$ cat src/design/ptb_pkg.sv
// Shared constants for the PCI target backend transfer control
package ptb_pkg;
    // ======================================================================
    // Timing
    // ======================================================================
    localparam int unsigned CLK_PERIOD_NS     = 5;
    localparam int unsigned STALL_LIMIT_CLKS  = 8;        // backend answer limit, clocks
    localparam int unsigned SLOW_GAP_NOSYNC   = 2;        // half-rate read spacing
    localparam int unsigned SLOW_GAP_SYNC     = 3;        // with extra read stage
    // ======================================================================
    // Address step
    // ======================================================================
    localparam logic [3:0] ADDR_STEP_WIDE     = 4'h8;
    localparam logic [3:0] ADDR_STEP_NARROW   = 4'h4;
    // ======================================================================
    // States and terminations
    // ======================================================================
    typedef enum logic [2:0] {
        PTB_IDLE    = 3'b000,
        PTB_XFER    = 3'b001,
        PTB_DRAIN   = 3'b010,
        PTB_STOP    = 3'b011,
        PTB_ABORT   = 3'b100
    } ptb_state_e;
    typedef enum logic [1:0] {
        PTB_TERM_NONE  = 2'b00,
        PTB_TERM_RETRY = 2'b01,
        PTB_TERM_DISC  = 2'b10,
        PTB_TERM_ABORT = 2'b11
    } ptb_term_e;
endpackage : ptb_pkg

$ cat src/design/ptb_xfer_ctrl.sv
// Backend transfer control for a PCI target: wide data, half-rate reads, terminations
// Operation
// - Wide mode: 64-bit data, eight strobes
// - Wide mode address steps by eight
// - No narrow-slot fallback logic needed
// - Half-rate read: two or three clocks
// - Half-rate read: master wait adds cycles between reads
// - Half-rate option leaves writes full speed
// - Busy at start gives retry
// - No backend answer in eight: stop
// - Error input gives target abort
// - Busy mid-burst gives disconnect
// - Stop withheld until pipe drained
// - Read data still accepted after busy
// - Busy held: later cycles retried
// - Accepted write words written before stop
// - Write strobes all lanes set
`timescale 1ns/1ps
`default_nettype none
module ptb_xfer_ctrl #(
    parameter bit WIDE_MODE = 1'b1,  // 64-bit build
    parameter bit SLOW_READ = 1'b0,  // half-rate read option
    parameter bit RD_STAGE  = 1'b0,  // extra read stage
    parameter int AW        = 16     // backend address width
) (
    input  wire logic           sys_clk,                  // clock
    input  wire logic           rst_n,                    // sync reset, low
    // PCI side
    input  wire logic           pciStart,                 // target cycle claimed, pulse
    input  wire logic           pciRead,                  // cycle is a read
    input  wire logic           pciFrameEnd,              // master ended burst, pulse
    input  wire logic [AW-1:0]  pciAddr,                  // start address
    input  wire logic           irdyN,                    // master ready, low
    input  wire logic [63:0]    pciWrData,                // write word from bus
    input  wire logic           pciWrValid,               // write word present
    output logic                pciWrReady,               // write word taken
    output logic [63:0]         pciRdData,                // read word to bus
    output logic                pciRdValid,               // read word present (trdy)
    input  wire logic           pciRdReady,               // read word taken by master
    output logic                stopN,                    // stop request, low
    output logic [1:0]          termKind,                 // retry/disconnect/abort code
    // Backend side
    output logic                backend_cycle_begin_pulse,// cycle begins
    output logic                backend_cycle_end_pulse,  // cycle ends
    output logic                wide_transfer_flag,       // 64-bit cycle
    output logic                rdCycle,                  // read cycle active
    output logic                wrCycle,                  // write cycle active
    output logic [AW-1:0]       memAddr,                  // backend address
    output logic                rdStrobe,                 // read request
    output logic [7:0]          readByteStrobes,          // read byte lanes
    input  wire logic           backend_read_valid,       // read word valid
    input  wire logic [63:0]    memRdData,                // backend read word
    input  wire logic           backend_write_accept,     // backend takes writes
    output logic [7:0]          write_byte_lane_strobes,  // write lanes, nonzero = write
    output logic [63:0]         memWrData,                // backend write word
    input  wire logic           busy,                     // backend busy
    input  wire logic           error                     // backend error
);
    // ======================================================================
    // State
    // ======================================================================
    localparam logic [7:0] LANES = WIDE_MODE ? 8'hff : 8'h0f;
    localparam logic [3:0] STEP  = WIDE_MODE ? ptb_pkg::ADDR_STEP_WIDE : ptb_pkg::ADDR_STEP_NARROW;

    typedef struct packed {
        ptb_pkg::ptb_state_e fsm;
        logic                isRead;
        logic [AW-1:0]       addr;
        logic [3:0]          wait8;
        logic                gotData;
        logic                beginP;
        logic                endP;
        logic [1:0]          term;
        logic [7:0]          wrLanes;
        logic [63:0]         wrData;
        logic [63:0]         rdData;
        logic                rdFull;
    } ptb_ctrl_s;
    ptb_ctrl_s st;
    ptb_ctrl_s next_st;

    logic        bufInReady;
    logic        bufOutValid;
    logic [63:0] bufOutData;
    logic        bufPush;
    logic        bufClr;
    logic        paceAllow;
    logic        rdFire;
    logic        active;
    logic        endNow;

    // ======================================================================
    // Read path: pacing and two-entry buffer
    // ======================================================================
    assign active  = (st.fsm == ptb_pkg::PTB_XFER) || (st.fsm == ptb_pkg::PTB_DRAIN);
    // Reads keep flowing in drain while valid is held
    assign rdFire  = active && st.isRead && backend_read_valid && bufInReady && paceAllow;
    assign bufPush = rdFire;
    assign bufClr  = endNow;

    ptb_pace u_pace (
        .sys_clk   (sys_clk),
        .rst_n     (rst_n),
        .enable    (SLOW_READ),
        .syncStage (RD_STAGE),
        .fire      (rdFire),
        .hold      (irdyN),
        .allow     (paceAllow)
    );

    ptb_skid_buf #(.WIDTH(64)) u_buf (
        .sys_clk  (sys_clk),
        .rst_n    (rst_n),
        .clr      (bufClr),
        .inData   (memRdData),
        .inValid  (bufPush),
        .inReady  (bufInReady),
        .outData  (bufOutData),
        .outValid (bufOutValid),
        .outReady (pciRdReady)
    );

    // Stall on master back-pressure is the buffer filling
    assign pciRdValid = active && st.isRead && bufOutValid;
    assign pciRdData  = bufOutData;
    assign rdStrobe   = rdFire;

    // Writes go one per clock whatever the read option
    assign pciWrReady = (st.fsm == ptb_pkg::PTB_XFER) && !st.isRead && backend_write_accept && !busy;

    // Cycle closes on frame end with empty pipe, or after stop
    assign endNow = (st.fsm == ptb_pkg::PTB_STOP || st.fsm == ptb_pkg::PTB_ABORT) && pciFrameEnd
                 || (st.fsm == ptb_pkg::PTB_XFER && pciFrameEnd && !bufOutValid);

    // ======================================================================
    // Control machine
    // ======================================================================
    always_comb begin
        next_st        = st;
        next_st.beginP = 1'b0;
        next_st.endP   = 1'b0;
        next_st.wrLanes = 8'h00;
        unique case (st.fsm)
            ptb_pkg::PTB_IDLE: begin
                if (pciStart) begin
                    next_st.beginP  = 1'b1;
                    next_st.isRead  = pciRead;
                    next_st.addr    = pciAddr;
                    next_st.wait8   = 4'h0;
                    next_st.gotData = 1'b0;
                    next_st.term    = ptb_pkg::PTB_TERM_NONE;
                    if (error) begin
                        next_st.fsm  = ptb_pkg::PTB_ABORT;
                        next_st.term = ptb_pkg::PTB_TERM_ABORT;
                    end else if (busy) begin
                        // Busy left high retries every new cycle
                        next_st.fsm  = ptb_pkg::PTB_STOP;
                        next_st.term = ptb_pkg::PTB_TERM_RETRY;
                    end else begin
                        next_st.fsm = ptb_pkg::PTB_XFER;
                    end
                end
            end
            ptb_pkg::PTB_XFER: begin
                if (error) begin
                    next_st.fsm  = ptb_pkg::PTB_ABORT;
                    next_st.term = ptb_pkg::PTB_TERM_ABORT;
                end else if (busy) begin
                    next_st.fsm  = ptb_pkg::PTB_DRAIN;
                    next_st.term = st.gotData ? ptb_pkg::PTB_TERM_DISC : ptb_pkg::PTB_TERM_RETRY;
                end else if (st.wait8 == 4'(ptb_pkg::STALL_LIMIT_CLKS - 1)
                             && !(rdFire || (pciWrValid && pciWrReady))) begin
                    next_st.fsm  = ptb_pkg::PTB_DRAIN;
                    next_st.term = st.gotData ? ptb_pkg::PTB_TERM_DISC : ptb_pkg::PTB_TERM_RETRY;
                end
                if (pciFrameEnd && !bufOutValid) begin
                    next_st.fsm = ptb_pkg::PTB_IDLE;
                    next_st.endP = 1'b1;
                end
            end
            ptb_pkg::PTB_DRAIN: begin
                // Stop waits for buffered words to reach the bus
                if (!bufOutValid && !(backend_read_valid && st.isRead)) begin
                    next_st.fsm = ptb_pkg::PTB_STOP;
                end
                if (error) begin
                    next_st.fsm  = ptb_pkg::PTB_ABORT;
                    next_st.term = ptb_pkg::PTB_TERM_ABORT;
                end
            end
            ptb_pkg::PTB_STOP, ptb_pkg::PTB_ABORT: begin
                if (pciFrameEnd) begin
                    next_st.fsm  = ptb_pkg::PTB_IDLE;
                    next_st.endP = 1'b1;
                end
            end
            default: begin
                next_st.fsm = ptb_pkg::PTB_IDLE;
            end
        endcase

        // Timeout counter restarts on every read word taken into the buffer or write word taken
        if (active) begin
            if (rdFire || (pciWrValid && pciWrReady)) begin
                next_st.wait8   = 4'h0;
                next_st.gotData = 1'b1;
            end else if (st.wait8 != 4'(ptb_pkg::STALL_LIMIT_CLKS - 1)) begin
                next_st.wait8 = st.wait8 + 4'h1;
            end
        end

        // Address steps by four or eight per word; writes step after the strobe cycle
        // so that address, data and lanes reach the backend together
        if (rdFire || st.wrLanes != 8'h00) begin
            next_st.addr = st.addr + AW'(STEP);
        end

        // Taken write words always reach the backend
        if (pciWrValid && pciWrReady) begin
            next_st.wrLanes = LANES;
            next_st.wrData  = WIDE_MODE ? pciWrData : {32'h0, pciWrData[31:0]};
        end
    end

    // State register
    always_ff @(posedge sys_clk) begin
        if (!rst_n) begin
            st <= '0;
        end else begin
            st <= next_st;
        end
    end

    // ======================================================================
    // Outputs
    // ======================================================================
    // Narrow-slot fallback omitted: wide builds assume a wide bus
    assign wide_transfer_flag        = WIDE_MODE && (st.fsm != ptb_pkg::PTB_IDLE);
    assign backend_cycle_begin_pulse = st.beginP;
    assign backend_cycle_end_pulse   = st.endP;
    assign rdCycle                   = (st.fsm != ptb_pkg::PTB_IDLE) && st.isRead;
    assign wrCycle                   = (st.fsm != ptb_pkg::PTB_IDLE) && !st.isRead;
    assign memAddr                   = st.addr;
    assign readByteStrobes           = LANES;
    assign write_byte_lane_strobes   = st.wrLanes;
    assign memWrData                 = st.wrData;
    assign stopN                     = !(st.fsm == ptb_pkg::PTB_STOP || st.fsm == ptb_pkg::PTB_ABORT);
    assign termKind                  = st.term;

    // ======================================================================
    // Checks
    // ======================================================================
    property p_retry_on_busy;
        @(posedge sys_clk) disable iff (!rst_n)
        (st.fsm == ptb_pkg::PTB_IDLE && pciStart && busy && !error) |=> (!stopN && termKind == 2'b01);
    endproperty
    a_retry_on_busy: assert property (p_retry_on_busy) else $error("busy at start not retried");

    property p_abort;
        @(posedge sys_clk) disable iff (!rst_n)
        (st.fsm == ptb_pkg::PTB_IDLE && pciStart && error) |=> (!stopN && termKind == 2'b11);
    endproperty
    a_abort: assert property (p_abort) else $error("error not aborted");

    property p_addr_step;
        @(posedge sys_clk) disable iff (!rst_n)
        (rdFire && !pciStart) |=> (memAddr == $past(memAddr) + AW'(STEP));
    endproperty
    a_addr_step: assert property (p_addr_step) else $error("address step wrong");

    property p_wr_lanes;
        @(posedge sys_clk) disable iff (!rst_n)
        (pciWrValid && pciWrReady) |=> (write_byte_lane_strobes == LANES);
    endproperty
    a_wr_lanes: assert property (p_wr_lanes) else $error("write lanes not all set");

    property p_no_stop_with_data;
        @(posedge sys_clk) disable iff (!rst_n)
        (st.fsm == ptb_pkg::PTB_DRAIN && bufOutValid) |=> stopN;
    endproperty
    a_no_stop_with_data: assert property (p_no_stop_with_data) else $error("stop before drain");

    property p_timeout;
        @(posedge sys_clk) disable iff (!rst_n)
        (st.fsm == ptb_pkg::PTB_XFER && !busy && !error && !pciFrameEnd
         && st.wait8 == 4'(ptb_pkg::STALL_LIMIT_CLKS - 1) && !rdFire && !pciWrReady)
        |=> (st.fsm == ptb_pkg::PTB_DRAIN);
    endproperty
    a_timeout: assert property (p_timeout) else $error("timeout stop missing");

    property p_slow_spacing;
        @(posedge sys_clk) disable iff (!rst_n)
        (SLOW_READ && rdFire) |=> !rdFire;
    endproperty
    a_slow_spacing: assert property (p_slow_spacing) else $error("half-rate read too fast");

    property p_begin_end;
        @(posedge sys_clk) disable iff (!rst_n)
        backend_cycle_end_pulse |-> (st.fsm == ptb_pkg::PTB_IDLE && !backend_cycle_begin_pulse);
    endproperty
    a_begin_end: assert property (p_begin_end) else $error("end pulse misplaced");

    property p_wide_flag;
        @(posedge sys_clk) disable iff (!rst_n)
        backend_cycle_begin_pulse |-> (wide_transfer_flag == WIDE_MODE);
    endproperty
    a_wide_flag: assert property (p_wide_flag) else $error("wide flag wrong");
endmodule : ptb_xfer_ctrl
`default_nettype wire

$ cat src/design/ptb_skid_buf.sv
// Two-entry buffer with valid/ready on both sides
`timescale 1ns/1ps
`default_nettype none
module ptb_skid_buf #(
    parameter int WIDTH = 72
) (
    input  wire logic             sys_clk,   // clock
    input  wire logic             rst_n,     // sync reset, low
    input  wire logic             clr,       // flush entries
    input  wire logic [WIDTH-1:0] inData,    // word in
    input  wire logic             inValid,   // word offered
    output logic                  inReady,   // room left
    output logic [WIDTH-1:0]      outData,   // head word
    output logic                  outValid,  // head valid
    input  wire logic             outReady   // head taken
);
    typedef struct packed {
        logic [1:0][WIDTH-1:0] mem;
        logic                  wp;
        logic                  rp;
        logic [1:0]            cnt;
    } ptb_buf_s;
    ptb_buf_s st;
    ptb_buf_s next_st;
    logic     push;
    logic     pop;

    // ======================================================================
    // Handshake
    // ======================================================================
    assign inReady  = (st.cnt != 2'h2);
    assign outValid = (st.cnt != 2'h0);
    assign outData  = st.mem[st.rp];
    assign push     = inValid && inReady;
    assign pop      = outValid && outReady;

    // Pointer update; flush beats any push
    always_comb begin
        next_st = st;
        if (clr) begin
            next_st.wp  = 1'b0;
            next_st.rp  = 1'b0;
            next_st.cnt = 2'h0;
        end else begin
            if (push) begin
                next_st.mem[st.wp] = inData;
                next_st.wp         = ~st.wp;
            end
            if (pop) begin
                next_st.rp = ~st.rp;
            end
            next_st.cnt = st.cnt + {1'b0, push} - {1'b0, pop};
        end
    end

    // State register
    always_ff @(posedge sys_clk) begin
        if (!rst_n) begin
            st <= '0;
        end else begin
            st <= next_st;
        end
    end
endmodule : ptb_skid_buf
`default_nettype wire

$ cat src/design/ptb_pace.sv
// Read pacing counter for the half-rate read option
`timescale 1ns/1ps
`default_nettype none
module ptb_pace (
    input  wire logic sys_clk,   // clock
    input  wire logic rst_n,     // sync reset, low
    input  wire logic enable,    // half-rate reads on
    input  wire logic syncStage, // extra read stage
    input  wire logic fire,      // read word taken
    input  wire logic hold,      // master not ready
    output logic      allow      // next read may go
);
    typedef struct packed {
        logic [1:0] gap;
    } ptb_pace_s;
    ptb_pace_s st;
    ptb_pace_s next_st;
    logic [1:0] gapLoad;

    // Gap minus the taking cycle itself
    assign gapLoad = syncStage ? 2'(ptb_pkg::SLOW_GAP_SYNC - 1) : 2'(ptb_pkg::SLOW_GAP_NOSYNC - 1);
    assign allow   = !enable || (st.gap == 2'h0 && !hold);

    // Countdown freezes while the master waits, adding cycles
    always_comb begin
        next_st = st;
        if (fire && enable) begin
            next_st.gap = gapLoad;
        end else if (st.gap != 2'h0 && !hold) begin
            next_st.gap = st.gap - 2'h1;
        end
    end

    always_ff @(posedge sys_clk) begin
        if (!rst_n) begin
            st <= '0;
        end else begin
            st <= next_st;
        end
    end
endmodule : ptb_pace
`default_nettype wire

$ cat config.mk
export PLATFORM = sky130hd
export DESIGN_NAME = ptb_xfer_ctrl
export DESIGN_NICKNAME = d
export VERILOG_FILES = /design/src/design/ptb_pkg.sv /design/src/design/ptb_xfer_ctrl.sv /design/src/design/ptb_skid_buf.sv /design/src/design/ptb_pace.sv
export SDC_FILE = /design/constraint.sdc
export NUM_CORES = 1
export LEC_CHECK = 0
export BUFFER_PORTS_ARGS = -buffer_cell sky130_fd_sc_hd__buf_2
export CAP_MARGIN = 15
export CORE_MARGIN = 10
export CORE_UTILIZATION = 40
export CTS_CLUSTER_DIAMETER = 50
export DETAILED_ROUTE_END_ITERATION = 10
export PLACE_DENSITY = 0.65
export SETUP_SLACK_MARGIN = 0.1
export SYNTH_ARGS = -nofsm -noshare
export SYNTH_HDL_FRONTEND = slang
export SYNTH_SLANG_ARGS = --single-unit
export TNS_END_PERCENT = 30
$ cat constraint.sdc
create_clock -name sys_clk -period 2.5 [get_ports sys_clk]
set_input_delay 0.5 -clock sys_clk [delete_from_list [all_inputs] [get_ports sys_clk]]
set_output_delay 0.5 -clock sys_clk [all_outputs]
set_load 0.02 [all_outputs]
After elaboration in Yosys (flattened, before gate mapping)
Cells that the tools add are included.
{"block": "totals", "regBits": 233, "out_inout_bits": 171, "wordCells": 120}
{"block": "classes", "add_sub_neg": 4, "order_cmp": 3, "eq_ne": 13, "muxes": 35, "n_bitwise": 4, "reduce_logical": 46}
{"operator": "$mux W64", "count": 3}
{"operator": "$bwmux W128", "count": 1}
{"operator": "$mux W72", "count": 1}
{"operator": "$demux W64 S1", "count": 1}
{"operator": "$mux W26", "count": 1}
{"operator": "$mux W3", "count": 8}
{"operator": "$mux W22", "count": 1}
{"operator": "$logic_and A1 B1 Y1", "count": 20}
{"operator": "$add A16 B4 Y16 const B", "count": 1}
{"operator": "$mux W16", "count": 1}
{"operator": "$mux W2", "count": 8}
{"operator": "$pmux W3 S4", "count": 1}
{"operator": "$mux W4", "count": 2}
{"operator": "$ne A2 B2 Y1 const B", "count": 4}
{"operator": "$ne A4 B3 Y1 const B", "count": 2}
{"operator": "$reduce_and A2 Y1", "count": 4}
{"operator": "$reduce_and A4 Y1", "count": 2}
{"operator": "$reduce_bool A8 Y1", "count": 1}
{"operator": "$eq A3 B2 Y1 const B", "count": 2}
{"operator": "$logic_not A1 Y1", "count": 6}
{"operator": "$pmux W2 S3", "count": 1}
{"operator": "$reduce_bool A2 Y1", "count": 3}
{"operator": "$reduce_bool A3 Y1", "count": 2}
{"operator": "$logic_or A1 B1 Y1", "count": 5}
{"operator": "16 further kinds", "count": 24}

Logic depth before layout (Yosys ltp)
{"block": "depth", "depth_word": 13, "ltp_mapped": 8, "ltp_nobuf": 8}

By module
A second synthesis with hierarchy kept.
{"block": "hier_totals", "cells_unflattened": 1186, "area_unflattened_um2": 10669.0}
{"mod": "ptb_skid_buf", "n_inst": 1, "cells_per_inst": 581, "area_each_um2": 5928.2}
{"mod": "ptb_xfer_ctrl", "n_inst": 1, "cells_per_inst": 588, "area_each_um2": 4604.4}
{"mod": "ptb_pace", "n_inst": 1, "cells_per_inst": 17, "area_each_um2": 136.4}

Worst setup path before layout
Ideal clock, no wire load.
{"block": "synth_timing", "kind": "register to output", "startpoint": "register u_buf.st[2] (netlist bit)", "endpoint": "output port pciRdData[0]", "arrival_time_ns": 1.390, "required_ns": 2.000, "path_slack_ns": 0.610, "stages_incl_launch_ff": 4, "path_buffers": 2, "path_cell_list": "dfxtp_1 > clkbuf_1 > clkbuf_1 > mux2_2"}
{"block": "synth_between", "elab_chain_cells": 2}
{"element": "start, declared", "line_no": "ptb_skid_buf.sv:23", "text": "ptb_buf_s st;"}
{"element": "start signal, assigned", "line_no": "ptb_skid_buf.sv:61", "text": "st <= next_st;"}
{"element": "$mux W64 (not written as such) (2 in series)", "line_no": "ptb_skid_buf.sv:33", "text": "assign outData = st.mem[st.rp];"}
{"element": "end, declared", "line_no": "ptb_xfer_ctrl.sv:37", "text": "output logic [63:0] pciRdData,"}
No other way between the ends. The select of a mux whose other input is x is not followed.

Worst setup path after layout
{"block": "layout_timing", "startpoint": "register st[163] (netlist bit)", "endpoint": "output port pciWrReady"}
{"block": "layout_between", "elab_chain_cells": 4}
{"element": "start, declared", "line_no": "ptb_xfer_ctrl.sv:79", "text": "ptb_ctrl_s st;"}
{"element": "start signal, assigned", "line_no": "ptb_xfer_ctrl.sv:230", "text": "st <= next_st;"}
{"element": "$eq A3 B1 Y1", "line_no": "ptb_xfer_ctrl.sv:129", "text": "assign pciWrReady = (st.fsm == ptb_pkg::PTB_XFER) && !st.isRead && backend_write_accept && !busy;"}
{"element": "$logic_and A1 B1 Y1 (3 in series)", "line_no": "ptb_xfer_ctrl.sv:129"}
{"element": "end, declared", "line_no": "ptb_xfer_ctrl.sv:36", "text": "output logic pciWrReady,"}
No other way between the ends.

==> flow_summary.json <==
{
  "slew_headroom": 0.617,
  "layout-drive-gt1-share": 0.321,
  "h-tree-depth": 1,
  "vdd_ir_drop_max_uv": 512,
  "holdPathEnd": "memWrData[35]",
  "yosys.area_share.simple": 0.199,
  "outcome": "completed",
  "clk_transition_reported_paths_ns": 0.06,
  "clockRootBuffer": "clkbuf_16",
  "holdCritStartpoint": "pciWrData[35]",
  "syn_to_final_growth_pct": 21.4,
  "grt_max_degree": 66,
  "period_minus_slack_ns": 2.35,
  "setup_viol": 0,
  "synth_cell_types": 57,
  "rows": 58,
  "fin_setup_tns_ns": 0,
  "synthMuxAreaShare": 0.0766,
  "min_period_over_period": 0.939,
  "cts_tree": "built",
  "nets": 1608,
  "yosys.area.top_type": "dfxtp_1",
  "r2r_start": "st[163]",
  "p_leak_nw": 5.20,
  "die_y_um": 179,
  "synth-seq-cells": 226,
  "start_util": 0.404,
  "syn_area_sq_um": 10100,
  "ant_nets": 0,
  "synth_edf_count": 0,
  "first_pass_iters": 7,
  "p_per_area_nw_per_um2": 683,
  "die_area_sq_um": 32000,
  "ys_async_sr_fraction": 0,
  "worstPathRequired_ns": 2.00,
  "cts_buffers": 26,
  "tightest_slew_ns": 0.575,
  "place_inst": 1750,
  "netlist_top_cells_area": "dfxtp_1, nand2_1, a21oi_1",
  "drc_errors": 0,
  "dp.final_hpwl_mm": 20.6,
  "final_cells": 1801,
  "cp.arrival_ns": 1.85,
  "synth-adder-area-share": 0.00495,
  "route.detailed.wl_per_inst_um": 16.1,
  "synth.yosys.warnings": 0,
  "io_buffers": 317,
  "drv_cap": 0,
  "synthTopCellsByCount": "nand2_1, dfxtp_1, a21oi_1, buf_4, mux2_2",
  "gp_congestion": 0.875,
  "drt_wl_total_mm": 28.9,
  "slew_violations": 0,
  "clock_sinks": 226,
  "grtUsageTotal": 0.168,
  "synth_top_family_by_area": "simple AND/OR/NAND/NOR gates",
  "synth_top_area_share": 0.448,
  "grt_pass1_vias": 8734,
  "synth_flop_cell": "dfxtp_1",
  "core_area_sq_um": 25000,
  "hold_depth": 3,
  "synth_compound_area_frac": 0.145,
  "netlist_instances": 1253,
  "die_w_um": 179,
  "end_kind": "output pin",
  "rr_endpoint": "u_buf.st[91]",
  "synth-xor-area-share": 0.00780,
  "yosysMostFrequentCell": "nand2_1",
  "avgSynthCellArea_sq_um": 8.07,
  "clkLatencyLatePin_ns": 0.52,
  "rsz0062_at_grt": "yes",
  "num_vias": 8809,
  "cp_max_fo": 20,
  "vias_per_cell": 4.89,
  "synth-seq-area-share": 0.448,
  "drt_iter0_markers": 485,
  "rr_worst_depth": 8,
  "worst_setup_path_start_kind": "flip-flop",
  "min_path_type": "input port to flip-flop",
  "grt_pass1_wl_mm": 45.0,
  "ios": 327,
  "reg2reg_slack_ns": 0.38,
  "overflow": 0,
  "hold_viol_final": 0,
  "fin_skew_ns": 0.00949,
  "antenna_found_initial": 8,
  "clk_path_buf_depth": 3,
  "max_freq_ghz": 0.426,
  "path_class": "flip-flop to output pin"
}
==> worst max-delay path by stage <==
| stage | cells after the start | slack (ns) | start | to |
|---|---|---|---|---|
| floorplan | 3 | 0.61 | u_buf.st[2] | pciRdData[0] |
| global route | 4 | 0.05 | st[163] | pciWrReady |
| detailed placement | 6 | 0.34 | st[165] | st[164] |
| CTS | 4 | 0.09 | st[164] | rdStrobe |
| finish | 4 | 0.15 | st[163] | pciWrReady |
| global placement | 6 | 0.34 | st[165] | st[164] |
==> cells by family (layout without fill, tap and decap cells) <==
logic type      Yosys count  count (layout)
other cells               1              13
xor+xnor                  9               9
compound gates          260             260
mux                      69              69
flops                   226             226
fa+ha+maj                 4               4
simple gates            495             495
buf+inv                 189             395
==> state kept, by name, summed over array words and instances (netlist names) <==
signal / flops
backend_cycle_begin_pulse: 1
backend_cycle_end_pulse: 1
st: 9
u_buf.st: 132
memWrData: 64
termKind: 2
write_byte_lane_strobes: 1
memAddr: 16
==> metrics by stage <==
stage / power (mW) / hold slack [ns] / instance area, sq um / setup WS, ns / util
after floorplan: 4.19 / 0.433 / 10100 / 0.610 / -
after global placement: 4.44 / 0.438 / 11300 / 0.339 / 0.452
after detailed placement: 4.44 / 0.444 / 11300 / 0.337 / 0.452
after CTS: 8.47 / 0.189 / 12300 / 0.0915 / 0.490
after global routing: 8.67 / 0.205 / 12300 / 0.0459 / 0.490
final: 8.38 / 0.213 / 12300 / 0.152 / 0.490
==> power by group <==
part | internal, mW | total (mW) | switching [mW]
sequential | 3.65 | 3.71 | 0.0560
combinational | 0.263 | 0.656 | 0.392
clock | 2.52 | 4.02 | 1.49
==> cell type report <==
| class | count | area [sq um] |
|---|---|---|
| fill | 2520 | 12800 |
| sequential | 226 | 4530 |
| multi-input combinational | 845 | 4450 |
| timing repair buffer | 340 | 1910 |
| clock buffer | 34 | 752 |
| tap | 330 | 413 |
| clock inverter | 12 | 171 |
| inverter | 9 | 41.3 |
| antenna | 5 | 12.5 |
==> what timing repair did <==
| item | CTS | global route |
|---|---|---|
| hold buffers | 0 | 0 |
| setup endpoints to repair | 3 | 3 |
| resized for setup | 4 | 1 |
| setup buffers | 0 | 0 |
==> placed cells by master (no fill, tap or decap), drive strengths merged, types with 7 or more instances in the layout <==
| cell type | count |
|---|---|
| buf | 340 |
| a211oi | 7 |
| inv | 10 |
| conb | 8 |
| mux2 | 67 |
| o21ai | 7 |
| nand3 | 7 |
| dfxtp | 226 |
| nand4 | 10 |
| nand2 | 412 |
| clkbuf | 34 |
| a21oi | 213 |
| nor2 | 29 |
==> critical path, cell delays in order (launching register included) <==
cell	delay, ns
dfxtp_1	0.42
buf_4	0.26
nor2b_1	0.33
and2_1	0.17
buf_2	0.16
==> layer usage <==
| layer | track usage | vias to the layer above | routed length [um] |
|---|---|---|---|
| li1 | - | 4436 | - |
| met1 | 0.205 | 4037 | 12100 |
| met2 | 0.277 | 287 | 13100 |
| met3 | 0.0609 | 43 | 3260 |
| met4 | 0.0424 | 6 | 514 |
| met5 | 0 | - | 31 |
(Power assumes the default switching activity.)
